File: config.mk
export PLATFORM = sky130hd
export DESIGN_NAME = random_number_generator_port
export DESIGN_NICKNAME = d
export VERILOG_FILES = /design/src/rtl/rng_pkg.sv /design/src/rtl/noise_sampler.sv /design/src/rtl/random_number_generator_port.sv
export SDC_FILE = /design/constraint.sdc
export NUM_CORES = 1
export LEC_CHECK = 0
export ABC_AREA = 1
export BUFFER_PORTS_ARGS = -buffer_cell sky130_fd_sc_hd__buf_4
export CELL_PAD_IN_SITES_DETAIL_PLACEMENT = 1
export CELL_PAD_IN_SITES_GLOBAL_PLACEMENT = 2
export CORE_ASPECT_RATIO = 1.1
export CORE_MARGIN = 2
export CORE_UTILIZATION = 30
export DETAILED_ROUTE_END_ITERATION = 7
export HOLD_SLACK_MARGIN = 0.02
export PLACE_DENSITY_LB_ADDON = 0.1
export SLEW_MARGIN = 20
export SYNTH_ARGS = -nofsm -noshare
export SYNTH_HDL_FRONTEND = slang
export SYNTH_SLANG_ARGS = --single-unit
File: constraint.sdc
create_clock -name clk -period 3.16 [get_ports clk]
set_clock_uncertainty 0.15 [all_clocks]
set_input_delay 0.316 -clock clk [delete_from_list [all_inputs] [get_ports clk]]
set_output_delay 0.316 -clock clk [all_outputs]
set_load 0.03 [all_outputs]
File: src/rtl/rng_pkg.sv
package rng_pkg;
    // Register offsets within the block (HADDR[3:0])
    localparam logic [3:0]  OFF_CONFIG   = 4'h0;
    localparam logic [3:0]  OFF_STATUS   = 4'h4;
    localparam logic [3:0]  OFF_VALUE    = 4'h8;
    localparam int          ADDR_W       = 4;
    // Field positions
    localparam int          CFG_OFF_BIT  = 2;
    localparam int          STAT_RDY_BIT = 0;
    localparam int          VALUE_W      = 16;
    // Reset values
    localparam logic [31:0] CONFIG_RST   = 32'h0000_0000;
    localparam logic [15:0] VALUE_RST    = 16'h0000;
    localparam logic [15:0] LFSR_SEED    = 16'hACE1;
    // AHB encodings
    localparam logic [2:0]  SIZE_WORD    = 3'h2;
    // Timing
    localparam int          CLK_PERIOD_PS  = 8000;
    localparam int          SAMPLE_TIME_PS = 1250000;
    localparam int          SAMPLE_CYCLES  =
        (SAMPLE_TIME_PS + CLK_PERIOD_PS - 1) / CLK_PERIOD_PS;
    localparam int          CNT_W        = 8;
endpackage

File: src/rtl/noise_sampler.sv
`timescale 1ns/100ps
module noise_sampler (
    // Clock and reset
    input  wire logic        clk,
    input  wire logic        rst_n,
    // Control
    input  wire logic        run,
    // Analogue noise bit
    input  wire logic        noiseBit,
    // New value
    output logic             samplePulse,
    output logic [15:0]      sampleValue
);
    localparam logic [rng_pkg::CNT_W-1:0] LAST =
        rng_pkg::CNT_W'(rng_pkg::SAMPLE_CYCLES - 1);

    logic                     noiseMeta;
    logic                     noiseSync;
    logic [15:0]              lfsr;
    logic [rng_pkg::CNT_W-1:0] count;
    logic                     countDone;
    logic                     feedback;

    assign countDone = (count == LAST);
    assign feedback  = lfsr[15] ^ lfsr[13] ^ lfsr[12] ^ lfsr[10] ^ noiseSync;

    always_ff @(posedge clk) begin
        noiseMeta <= noiseBit;
        noiseSync <= noiseMeta;
    end

    // Noise keeps stirring the register; one value per sample period
    always_ff @(posedge clk) begin
        if (!rst_n || !run) begin
            count       <= '0;
            samplePulse <= 1'b0;
        end else begin
            count       <= countDone ? '0 : count + 1'b1;
            samplePulse <= countDone;
        end
    end

    always_ff @(posedge clk) begin
        if (!rst_n) begin
            lfsr        <= rng_pkg::LFSR_SEED;
            sampleValue <= rng_pkg::VALUE_RST;
        end else begin
            if (run) begin
                lfsr <= {lfsr[14:0], feedback};
            end
            if (run && countDone) begin
                sampleValue <= lfsr;
            end
        end
    end

    // Helper: cycles since last pulse
    logic [rng_pkg::CNT_W:0] gap;
    always_ff @(posedge clk) begin
        if (!rst_n) begin
            gap <= '1;
        end else if (samplePulse) begin
            gap <= '0;
        end else if (gap != '1) begin
            gap <= gap + 1'b1;
        end
    end

    sample_gap_a: assert property (@(posedge clk) disable iff (!rst_n)
        samplePulse |-> gap >= (rng_pkg::CNT_W+1)'(rng_pkg::SAMPLE_CYCLES - 1))
        else $error("Random values produced too close together");

    sample_load_a: assert property (@(posedge clk) disable iff (!rst_n)
        samplePulse |-> sampleValue == $past(lfsr))
        else $error("Sample value not taken from the noise register");
endmodule

File: src/rtl/random_number_generator_port.sv
`timescale 1ns/100ps
// Contract
// - Each value read returns fresh 16-bit number
// - Non-word accesses get error response
// - Values at least 1.25 us apart
// - Config bit 2 powers down and gates
// - Value read waits until number ready
// - Status bit 0 shows valid value
// - Status valid held zero while disabled
// - Value in 15:0, upper bits zero
// - Config 0x00, status 0x04, value 0x08
// - Value reads need no arbitration
module random_number_generator_port (
    // Clock and reset
    input  wire logic        clk,
    input  wire logic        rst_n,
    // AHB-Lite slave
    input  wire logic        HSEL,
    input  wire logic [31:0] HADDR,
    input  wire logic [1:0]  HTRANS,
    input  wire logic        HWRITE,
    input  wire logic [2:0]  HSIZE,
    input  wire logic [31:0] HWDATA,
    input  wire logic        HREADY,
    output logic [31:0]      HRDATA,
    output logic             HREADYOUT,
    output logic             HRESP,
    // Analogue noise source
    input  wire logic        noiseBit,
    output logic             oscPowerDown,
    output logic             genClkEnable
);
    typedef enum logic [2:0] {
        PH_IDLE, PH_WRITE, PH_DONE, PH_VALWAIT, PH_ERR1, PH_ERR2
    } phase_e;

    phase_e                    phase;
    phase_e                    next_phase;
    logic                      generatorOff;
    logic                      valid;
    logic [15:0]               heldValue;
    logic [rng_pkg::ADDR_W-1:0] wrOffset;
    logic                      samplePulse;
    logic [15:0]               sampleValue;

    // Address phase decode
    logic                      addrAccept;
    logic                      sizeBad;
    logic [rng_pkg::ADDR_W-1:0] offset;
    logic                      hitConfig;
    logic                      hitStatus;
    logic                      hitValue;
    logic                      readValue;
    logic                      readReady;
    logic                      waitDone;
    logic                      consume;
    logic [31:0]               statusWord;
    logic [31:0]               readWord;

    assign addrAccept = HSEL && HTRANS[1] && HREADY;
    assign sizeBad    = HSIZE != rng_pkg::SIZE_WORD;
    assign offset     = HADDR[rng_pkg::ADDR_W-1:0];
    assign hitConfig  = offset == rng_pkg::OFF_CONFIG;
    assign hitStatus  = offset == rng_pkg::OFF_STATUS;
    assign hitValue   = offset == rng_pkg::OFF_VALUE;
    // No lock or arbitration on value reads
    assign readValue  = addrAccept && !sizeBad && !HWRITE && hitValue;
    assign readReady  = readValue && valid;
    assign waitDone   = (phase == PH_VALWAIT) && valid;
    assign consume    = readReady || waitDone;
    assign statusWord = {31'h0000_0000, valid && !generatorOff};
    assign readWord   = hitConfig ? {29'h0000_0000, generatorOff, 2'h0} :
                        hitStatus ? statusWord :
                        hitValue  ? {16'h0000, heldValue} : 32'h0000_0000;

    assign HREADYOUT    = (phase != PH_VALWAIT) && (phase != PH_ERR1);
    assign HRESP        = (phase == PH_ERR1) || (phase == PH_ERR2);
    assign oscPowerDown = generatorOff;
    assign genClkEnable = !generatorOff;

    always_comb begin
        next_phase = phase;
        case (phase)
            PH_VALWAIT: next_phase = valid ? PH_DONE : PH_VALWAIT;
            PH_ERR1:    next_phase = PH_ERR2;
            default: begin
                if (!addrAccept) begin
                    next_phase = PH_IDLE;
                end else if (sizeBad) begin
                    next_phase = PH_ERR1;
                end else if (HWRITE) begin
                    next_phase = PH_WRITE;
                end else if (hitValue && !valid) begin
                    next_phase = PH_VALWAIT;
                end else begin
                    next_phase = PH_DONE;
                end
            end
        endcase
    end

    noise_sampler sampler (
        .clk         (clk),
        .rst_n       (rst_n),
        .run         (!generatorOff),
        .noiseBit    (noiseBit),
        .samplePulse (samplePulse),
        .sampleValue (sampleValue)
    );

    always_ff @(posedge clk) begin
        if (!rst_n) begin
            phase    <= PH_IDLE;
            wrOffset <= rng_pkg::OFF_CONFIG;
        end else begin
            phase <= next_phase;
            if (addrAccept) begin
                wrOffset <= offset;
            end
        end
    end

    // Only the disable bit is stored; reserved config bits read as zero
    always_ff @(posedge clk) begin
        if (!rst_n) begin
            generatorOff <= rng_pkg::CONFIG_RST[rng_pkg::CFG_OFF_BIT];
        end else if (phase == PH_WRITE && wrOffset == rng_pkg::OFF_CONFIG) begin
            generatorOff <= HWDATA[rng_pkg::CFG_OFF_BIT];
        end
    end

    // New sample wins over a consuming read in the same cycle
    always_ff @(posedge clk) begin
        if (!rst_n) begin
            valid     <= 1'b0;
            heldValue <= rng_pkg::VALUE_RST;
        end else if (generatorOff) begin
            valid <= 1'b0;
        end else if (samplePulse) begin
            valid     <= 1'b1;
            heldValue <= sampleValue;
        end else if (consume) begin
            valid <= 1'b0;
        end
    end

    always_ff @(posedge clk) begin
        if (!rst_n) begin
            HRDATA <= 32'h0000_0000;
        end else if (waitDone) begin
            HRDATA <= {16'h0000, heldValue};
        end else if (addrAccept && !HWRITE && !sizeBad) begin
            HRDATA <= readWord;
        end
    end

    size_err_a: assert property (@(posedge clk) disable iff (!rst_n)
        addrAccept && sizeBad |=> (!HREADYOUT && HRESP) ##1 (HREADYOUT && HRESP))
        else $error("Narrow access did not get a two-cycle error");

    cfg_write_a: assert property (@(posedge clk) disable iff (!rst_n)
        phase == PH_WRITE && wrOffset == rng_pkg::OFF_CONFIG
        |=> generatorOff == $past(HWDATA[rng_pkg::CFG_OFF_BIT])
            && genClkEnable == !generatorOff)
        else $error("Disable bit not taken from config write");

    wait_done_a: assert property (@(posedge clk) disable iff (!rst_n)
        phase == PH_VALWAIT && valid |=> HREADYOUT && HRDATA[15:0] == $past(heldValue))
        else $error("Waiting value read did not complete with the value");

    wait_hold_a: assert property (@(posedge clk) disable iff (!rst_n)
        readValue && !valid && !samplePulse |=> !HREADYOUT)
        else $error("Value read without a number was not stalled");

    status_map_a: assert property (@(posedge clk) disable iff (!rst_n)
        addrAccept && !HWRITE && !sizeBad && hitStatus
        |=> HRDATA == {31'h0000_0000, $past(valid && !generatorOff)})
        else $error("Status word does not match valid flag");

    off_clear_a: assert property (@(posedge clk) disable iff (!rst_n)
        generatorOff |=> !valid)
        else $error("Valid flag set while generator disabled");

    value_upper_a: assert property (@(posedge clk) disable iff (!rst_n)
        phase == PH_DONE && $past(hitValue) |-> HRDATA[31:16] == 16'h0000)
        else $error("Upper value bits not zero");

    consume_clr_a: assert property (@(posedge clk) disable iff (!rst_n)
        consume && !samplePulse |=> !valid)
        else $error("Completed value read did not clear valid");

    sample_set_a: assert property (@(posedge clk) disable iff (!rst_n)
        samplePulse && !generatorOff |=> valid && heldValue == $past(sampleValue))
        else $error("Fresh sample not made valid");

    narrow_nowrite_a: assert property (@(posedge clk) disable iff (!rst_n)
        addrAccept && sizeBad |=> ##1 $stable(generatorOff))
        else $error("Narrow access changed the configuration");

    read_okay_a: assert property (@(posedge clk) disable iff (!rst_n)
        addrAccept && !sizeBad |=> !HRESP)
        else $error("Word access answered with an error");

    config_read_a: assert property (@(posedge clk) disable iff (!rst_n)
        addrAccept && !HWRITE && !sizeBad && hitConfig
        |=> HRDATA == (32'($past(generatorOff)) << rng_pkg::CFG_OFF_BIT))
        else $error("Config read does not show the disable bit");

    value_read_a: assert property (@(posedge clk) disable iff (!rst_n)
        readReady |=> HREADYOUT && HRDATA == {16'h0000, $past(heldValue)})
        else $error("Ready value read did not return the held number");

    unmapped_zero_a: assert property (@(posedge clk) disable iff (!rst_n)
        addrAccept && !HWRITE && !sizeBad && !hitConfig && !hitStatus && !hitValue
        |=> HRDATA == 32'h0000_0000 && !HRESP)
        else $error("Unmapped read did not return zero");

    status_off_a: assert property (@(posedge clk) disable iff (!rst_n)
        addrAccept && !HWRITE && !sizeBad && hitStatus && generatorOff
        |=> HRDATA == 32'h0000_0000)
        else $error("Status shows a value while disabled");

    // Stall ends within one sample period while the generator runs
    wait_bound_a: assert property (@(posedge clk) disable iff (!rst_n)
        $rose(phase == PH_VALWAIT) && !generatorOff |-> ##[1:170] phase != PH_VALWAIT)
        else $error("Value read stalled too long while enabled");
endmodule

* Word-level counts from Yosys, hierarchy flattened
Cells that the tools add are included.
Storage, ports and cells: word-level logic and storage cells 71, register bits after elaboration 84, output and inout bits 36
Cells by class: add/subtract/negate cells 1, equality and inequality tests 10, muxes and demuxes 13, reduce and logical (&&, ||, !) cells 29, bitwise gates (word level) 6
Operators with widths (count):
- 2-to-1 mux 16 bit | 5
- logical AND 1 bit | 14
- adder 8 x 1 -> 8 bit (second input constant) | 1
- == test 8 bit (second input constant) | 1
- zero test 4 bit | 2
- == test 3 bit (second input constant) | 2
- 2-to-1 mux 3 bit | 2
- != test 3 x 2 -> 1 bit (second input constant) | 2
- one-hot mux 3 bit (2 select lines) | 1
- zero test 1 bit | 5
- == test 4 x 3 -> 1 bit (second input constant) | 1
- == test 4 bit (second input constant) | 1
- 2-to-1 mux 1 bit | 4
- nonzero test 2 bit | 2
- OR reduction 2 bit | 2
- bitwise XOR 1 bit | 4
- == test 3 x 1 -> 1 bit (second input constant) | 1
- == test 3 x 2 -> 1 bit (second input constant) | 1
- logical OR 1 bit | 3
- != test 3 bit (second input constant) | 1
- 2-to-1 mux 2 bit | 1
- NOT 1 bit | 2
- AND reduction 2 bit | 1

* Logic depth before layout (Yosys ltp)
Gate-level depths: netlist of run 1.
word-level depth 9, gate-level depth with buffers 9, depth with buffers taken out 8

* Modules after synthesis
From an unflattened synthesis of run 1, not the netlist that was laid out.
Unflattened totals: cell total of the unflattened synthesis 448, area total of the unflattened synthesis 3603.5 um^2
Modules (own cells, without submodules):
- random_number_generator_port | cells an instance 232, area each 1880.6 um^2, instances 1
- noise_sampler | cells an instance 216, area each 1722.9 um^2, instances 1

* Worst setup path before layout of run 1
OpenSTA, ideal clock, no wires.
kind reg-to-output, from reg generatorOff, in the netlist oscPowerDown, to out genClkEnable, slack 1.615 ns, data arrival time 1.079 ns, required time 2.694 ns, buffers on the path 1, stages on the path, launching flop included 3, cell sequence dfxtp_1 -> inv_2 -> buf_1
On the way: cells in the longest elaborated chain, start to end 1
RTL lines:
- start: declaration | RTL line random_number_generator_port.sv:39 | logic generatorOff;
- start signal: assignment | RTL line random_number_generator_port.sv:126 | generatorOff <= rng_pkg::CONFIG_RST[rng_pkg::CFG_OFF_BIT];
- start signal: assignment | RTL line random_number_generator_port.sv:128 | generatorOff <= HWDATA[rng_pkg::CFG_OFF_BIT];
- zero test 1 bit | RTL line random_number_generator_port.sv:79 | assign genClkEnable = !generatorOff;
- end: declaration | RTL line random_number_generator_port.sv:31 | output logic genClkEnable
Every way passes these cells.

* Worst setup path in the final report of run 1
from reg sampler.count[0] (netlist bit), to reg sampler.sampleValue[11]
On the way: cells in the longest elaborated chain, start to end 2
RTL lines:
- start: declaration | RTL line noise_sampler.sv:20 | logic [rng_pkg::CNT_W-1:0] count;
- start signal: assignment | RTL line noise_sampler.sv:38 | count <= countDone ? '0 : count + 1'b1;
- == test 8 bit | RTL line noise_sampler.sv:24 | assign countDone = (count == LAST);
- logical AND 1 bit | RTL line noise_sampler.sv:51 | if (run && countDone) begin
- end signal: assignment | RTL line noise_sampler.sv:46 | sampleValue <= rng_pkg::VALUE_RST;
- end signal: assignment | RTL line noise_sampler.sv:52 | sampleValue <= lfsr;
- end: declaration | RTL line noise_sampler.sv:12 | output logic [15:0] sampleValue
Every way passes these cells. A chain may end at the register's enable or synchronous reset.

==> impl_metrics.env, run 1 <==
export IMPL_status="finished clean"
export IMPL_path_cells="inv_1 -> ha_1 -> nand2_1 -> nor2_1 -> nand3_2 -> buf_4 -> o21ai_0 -> a21oi_1"
export IMPL_internal_power_mw=1.75
export IMPL_setup_violations=0
export IMPL_drc_errors=0
export IMPL_synth_top_area_share_pct=49.2
export IMPL_wl_per_cell_um=13.1
export IMPL_grt_overflow_total=0
export IMPL_numCtsBuffers=9
export IMPL_clk_pin_slew_ns=0.06
export IMPL_syn_cell_area_mm2=0.00342
export IMPL_seq_area_frac_synth_pct=49.2
export IMPL_cap_violations=0
export IMPL_wl_met2_um=3590
export IMPL_routed_wl_um=7980
export IMPL_place_hpwl_um=5580
export IMPL_io_buffers=34
export IMPL_drt_vias_per_instance=4.54
export IMPL_fmax_ghz=0.552
export IMPL_holdBufCountCts=1
export IMPL_rrSetupSlack_ns=1.35
export IMPL_ctsRootBufferMaster="clkbuf_16"
export IMPL_grt_max_degree=42
export IMPL_hold_viol=0
export IMPL_rsz0062_at_grt="false"
export IMPL_layout_nets=533
export IMPL_fp_dieW_um=106
export IMPL_cts_setup_buffers=0
export IMPL_finalCritPeriodShare_pct=57.3
export IMPL_power_leakage_nw=1.64
export IMPL_htree_levels=3
export IMPL_slew_viol_final=0
export IMPL_crit_arrival_ns=1.89
export IMPL_dr_pass1_iters=4
export IMPL_cp_max_fo=12
export IMPL_drive_gt1_share_pct=15.4
export IMPL_power_density_mw_per_mm2=573
export IMPL_async_flop_share_pct=0
export IMPL_io_pin_count=111
export IMPL_critPathKind="flip-flop to flip-flop"
export IMPL_cts_tree="yes"
export IMPL_end_kind="flip-flop"
export IMPL_ant_nets=0
export IMPL_ys_warn_count=0
export IMPL_hold_class="input pin to flip-flop"
export IMPL_slowest_delay_ns=0.34
export IMPL_synth_ff_latch_count=84
export IMPL_synth_largest_area_cell="dfxtp_1"
export IMPL_first_iter_violations=85
export IMPL_mostFrequentLayoutCell="dfxtp_1"
export IMPL_p_seq_share_pct=48.3
export IMPL_die_h_um=116
export IMPL_dr_wl_met3_um=250
export IMPL_synth_ff_type="dfxtp_1"
export IMPL_grt_pass1_vias=2804
export IMPL_initial_core_util_pct=31.1
export IMPL_clock_power_share_pct=45.5
export IMPL_filler_cell_count=1364
export IMPL_required_ns=3.23
export IMPL_cp_start_kind="flip-flop"
export IMPL_synthToLayoutAreaGrowth_pct=17.2
export IMPL_cts_sinks=84
export IMPL_final_cell_mix="dfxtp_1, nand2_1, nor2_1"
export IMPL_diodes=0
export IMPL_synth_cell_types=35
export IMPL_rows=40
export IMPL_combPwrFrac_pct=6.2
export IMPL_vdd_drop_max_uv=254
export IMPL_globalplace_congestion=0.703
export IMPL_p_switching_mw=0.551
export IMPL_synth_area_top_cells="dfxtp_1, a21oi_1, nand2_1"
export IMPL_swShare_pct=24.0
export IMPL_drt_met1_wl_um=4010
export IMPL_routed_top_layer="met4"
export IMPL_slowest_stage="dfxtp_1"
export IMPL_track_usage_pct=14.6
export IMPL_synth_edff_count=0
export IMPL_dieArea_mm2=0.0123
export IMPL_tns_ns=0
export IMPL_final_core_util_pct=36.4
export IMPL_coreArea_mm2=0.0110
export IMPL_clockBufferDepth=2
export IMPL_vias=2758
export IMPL_avgSynthCellArea_um2=8.03
export IMPL_fin_crit_ns=1.81
export IMPL_antenna_found_initial=0
export IMPL_syn_instance_count=426
export IMPL_clock_latency_ns=0.34
export IMPL_cts_resized=0
export IMPL_grt_first_pass_wirelength_um=14200
-- synthesized netlist by cell type (4+ instances only) --
| cell | instances |
|---|---|
| nor2_1 | 54 |
| inv_1 | 25 |
| clkbuf_1 | 9 |
| dfxtp_1 | 84 |
| o21ai_0 | 37 |
| buf_4 | 17 |
| a21oi_1 | 52 |
| nand3_1 | 43 |
| nor3_1 | 4 |
| nand2_1 | 58 |
| buf_2 | 4 |
-- layout make-up --
type | instances | area (µm²) | area share [%]
Sequential cell | 84 | 1680 | 41.9
Multi-Input combinational cell | 291 | 1430 | 35.7
Timing Repair Buffer | 40 | 303 | 7.55
Clock buffer | 10 | 229 | 5.71
Tap cell | 147 | 184 | 4.59
Inverter | 30 | 115 | 2.87
Clock inverter | 6 | 65.1 | 1.62
-- power groups by stage --
stage	registers, mW	clock network, mW	logic, mW
after global routing	1.11	1.13	0.162
after global placement	1.13	0	0.141
after detailed placement	1.13	0	0.144
after CTS	1.11	1.08	0.145
final	1.11	1.05	0.142
after floorplan	1.13	0	0.116
-- cells by family (layout without fill, tap and decap cells) --
kind of cell | count (synthesis) | count (layout) | synth area share, %
fa+ha+maj | 2 | 2 | 0.732
xor+xnor | 3 | 3 | 0.769
flops | 84 | 84 | 49.2
other cells | 1 | 16 | 0.110
simple gates | 179 | 179 | 25.1
buf+inv | 66 | 86 | 10.6
compound gates | 91 | 91 | 13.5
-- sequential cells by signal, indices dropped and copies added (netlist names) --
register and flops:
sampler.sampleValue 16, heldValue 16, sampler.noiseMeta 1, valid 1, wrOffset 4, sampler.count 8
oscPowerDown 1, sampler.lfsr 16, phase 3, sampler.noiseSync 1, sampler.samplePulse 1, HRDATA 16
-- path summary, 6_finish.rpt --
check             depth (start not counted)                         from                                   end
setup / recovery                          8  sampler.count[0]$_SDFF_PP0_  sampler.sampleValue[11]$_SDFFE_PN0P_
hold / removal                            3                     HADDR[0]              wrOffset[0]$_SDFFE_PN0N_
setup reg to reg                          8  sampler.count[0]$_SDFF_PP0_  sampler.sampleValue[11]$_SDFFE_PN0P_
hold reg to reg                           0    sampler.noiseMeta$_DFF_P_             sampler.noiseSync$_DFF_P_
-- worst max-delay path: cells and delay by family (launching register included) --
kind	cells	cell delay [ns]
AO/OA/AOI/OAI	2	0.27
adder cells (fa/ha/maj)	1	0.15
buffers and inverters	2	0.33
flip-flops	1	0.34
AND/OR/NAND/NOR	3	0.45
-- per-layer routing --
layer  track usage (%)  up-vias
li1                  -     1431
met1              19.3     1284
met2              23.2       35
met3              3.54        8
met4              5.53        0
met5                 0        -
-- through the flow --
step / hold slack (ns) / total power, mW / worst slack, ns / instance area [µm²] / cells
floorplan: 0.160 / 1.24 / 1.61 / 3480 / 441
global placement: 0.170 / 1.27 / 1.33 / 3700 / 591
detailed placement: 0.174 / 1.28 / 1.34 / 3700 / 591
CTS: 0.0960 / 2.34 / 1.34 / 4010 / 608
global route: 0.115 / 2.41 / 1.10 / 4010 / 608
finish: 0.106 / 2.30 / 1.35 / 4010 / 608
Power figures use the tool's default switching activity.
==> run 2: changes to the inputs <==
--- a/config.mk
+++ b/config.mk
@@ -11,7 +11,7 @@
 export CELL_PAD_IN_SITES_GLOBAL_PLACEMENT = 2
 export CORE_ASPECT_RATIO = 1.1
 export CORE_MARGIN = 2
-export CORE_UTILIZATION = 30
+export CORE_UTILIZATION = 25
 export DETAILED_ROUTE_END_ITERATION = 7
 export HOLD_SLACK_MARGIN = 0.02
 export PLACE_DENSITY_LB_ADDON = 0.1
==> constraint.sdc (replaced) <==
create_clock -name clk -period 1.46 [get_ports clk]
set_clock_uncertainty 0.15 [all_clocks]
set_input_delay 0.146 -clock clk [delete_from_list [all_inputs] [get_ports clk]]
set_output_delay 0.146 -clock clk [all_outputs]
set_load 0.03 [all_outputs]
==> impl_metrics.env, run 2 (synthesis results as in run 1) <==
export IMPL_mostFrequentLayoutCell="dfxtp_1"
export IMPL_holdPathStages=5
export IMPL_hold_class="input pin to flip-flop"
export IMPL_setup_violations=0
export IMPL_globalplace_congestion=0.709
export IMPL_grt_max_degree=36
export IMPL_coreArea_mm2=0.0133
export IMPL_cap_violations=0
export IMPL_swShare_pct=25.6
export IMPL_combPwrFrac_pct=7.7
export IMPL_drive_gt1_share_pct=25.0
export IMPL_total_power_mw=4.99
export IMPL_rrSetupSlack_ns=0.01
export IMPL_numCtsBuffers=9
export IMPL_slowest_stage="dfxtp_4"
export IMPL_p_seq_share_pct=48.2
export IMPL_rows=44
export IMPL_power_density_mw_per_mm2=1110
export IMPL_diodes=0
export IMPL_drt_vias_per_instance=4.24
export IMPL_r2r_cells=8
export IMPL_initial_core_util_pct=25.8
export IMPL_htree_levels=3
export IMPL_critPathKind="flip-flop to output pin"
export IMPL_rr_startpoint="sampler.count[0]$_SDFF_PP0_"
export IMPL_path_buf_inv=1
export IMPL_fin_crit_ns=1.45
export IMPL_fp_dieW_um=116
export IMPL_first_iter_violations=129
export IMPL_path_cells="nor3_4 -> nor2_4 -> buf_6"
export IMPL_antenna_found_initial=0
export IMPL_synthToLayoutAreaGrowth_pct=31.7
export IMPL_p_switching_mw=1.28
export IMPL_end_kind="output pin"
export IMPL_cp_start_kind="flip-flop"
export IMPL_slew_viol_final=0
export IMPL_io_buffers=34
export IMPL_power_leakage_nw=1.86
export IMPL_grt_pass1_vias=2864
export IMPL_die_h_um=127
export IMPL_dieArea_mm2=0.0146
export IMPL_hold_viol=0
export IMPL_grt_overflow_total=0
export IMPL_clock_latency_ns=0.35
export IMPL_cp_max_fo=4
export IMPL_clk_pin_slew_ns=0.06
export IMPL_slowest_delay_ns=0.37
export IMPL_required_ns=1.16
export IMPL_ctsRootBufferMaster="clkbuf_16"
export IMPL_hp_start="HTRANS[1]"
export IMPL_path_delay_family="flip-flops"
export IMPL_place_hpwl_um=5870
export IMPL_cts_sinks=84
export IMPL_status="finished clean"
export IMPL_clockBufferDepth=2
export IMPL_filler_cell_count=1576
export IMPL_crit_arrival_ns=1.15
export IMPL_rsz0062_at_grt="true"
export IMPL_cts_tree="yes"
export IMPL_fmax_ghz=0.690
export IMPL_place_inst=642
export IMPL_wl_per_cell_um=12.7
export IMPL_track_usage_pct=12.6
export IMPL_vias=2850
export IMPL_drc_errors=0
export IMPL_vdd_drop_max_uv=466
export IMPL_routed_wl_um=8540
export IMPL_grt_first_pass_wirelength_um=14500
export IMPL_final_cell_mix="dfxtp_1, nor2_1, nand2_1"
export IMPL_dr_pass1_iters=4
export IMPL_clock_power_share_pct=44.1
export IMPL_io_pin_count=111
export IMPL_hold_end="phase[1]$_SDFF_PN0_"
export IMPL_layoutNonFillerInstCount=672
export IMPL_timing_rr_end="sampler.sampleValue[11]$_SDFFE_PN0P_"
export IMPL_path_depth=3
export IMPL_layout_nets=560
export IMPL_internal_power_mw=3.71
export IMPL_ant_nets=0
export IMPL_finalCritPeriodShare_pct=99.2
==> run 2: routing by layer <==
metal / track usage, % / part of all wire [%]
met5: 0 / 0
met2: 19.2 / 46
met3: 3.68 / 3.4
met4: 4.46 / 1.6
met1: 17.0 / 49
==> run 2: cell type report <==
class                   instances  area, µm²  area share (%)
flip-flops and latches         84       1690            37.6
multi-input cells             293       1590            35.4
repair buffers                 65        581            12.9
clock buffers                  10        239            5.31
well taps                     184        230            5.11
inverters                      30        123            2.72
clock inverters                 6       46.3            1.03
==> run 2: timing repair <==
action / in CTS / in global routing
setup buffers: 0 / 4
resized for setup: 6 / 53
hold buffers: 8 / 0
hold endpoints to repair: 8 / 0
endpoints found under the setup margin: 16 / 42
pin swaps: 0 / 6
cloned: 0 / 2
==> run 2: power groups by stage <==
| stage | clock (mW) | sequential, mW | combinational (mW) |
|---|---|---|---|
| floorplan | 0 | 2.44 | 0.252 |
| global placement | 0 | 2.45 | 0.340 |
| detailed placement | 0 | 2.45 | 0.345 |
| CTS | 2.30 | 2.40 | 0.364 |
| global route | 2.40 | 2.42 | 0.430 |
| finish | 2.20 | 2.41 | 0.385 |
==> run 2: worst max-delay path by stage <==
stage               slack (ns)                                   end                         from
floorplan                 0.02  sampler.sampleValue[12]$_SDFFE_PN0P_  sampler.count[0]$_SDFF_PP0_
global placement         -0.09  sampler.sampleValue[13]$_SDFFE_PN0P_  sampler.count[0]$_SDFF_PP0_
detailed placement       -0.08  sampler.sampleValue[15]$_SDFFE_PN0P_  sampler.count[0]$_SDFF_PP0_
CTS                      -0.04                             HREADYOUT          phase[0]$_SDFF_PN0_
global route             -0.06   sampler.sampleValue[2]$_SDFFE_PN0P_  sampler.count[0]$_SDFF_PP0_
finish                    0.01                             HREADYOUT          phase[1]$_SDFF_PN0_
==> run 2: metrics by stage <==
step,setup TNS [ns],util [%],setup slack (ns),hold slack [ns],instance area (µm²)
6_report,0,33.9,0.0113,0.0634,4500
5_1_grt,-0.595,33.9,-0.0603,0.0843,4500
4_1_cts,-0.0591,32.2,-0.0352,0.0455,4280
3_5_place_dp,-0.226,29.3,-0.0788,0.104,3890
3_3_place_gp,-0.286,29.3,-0.0893,0.103,3890
2_1_floorplan,0,-,0.0205,0.0237,3480
==> run 2: worst reg2reg max path, delay by kind of cell (launching register included) <==
kind	cells	cell delay [ns]
AOI/OAI and AO/OA	1	0.11
adders and majority gates	1	0.14
buffers and inverters	3	0.37
DFF	1	0.32
and+or+nand+nor	3	0.29
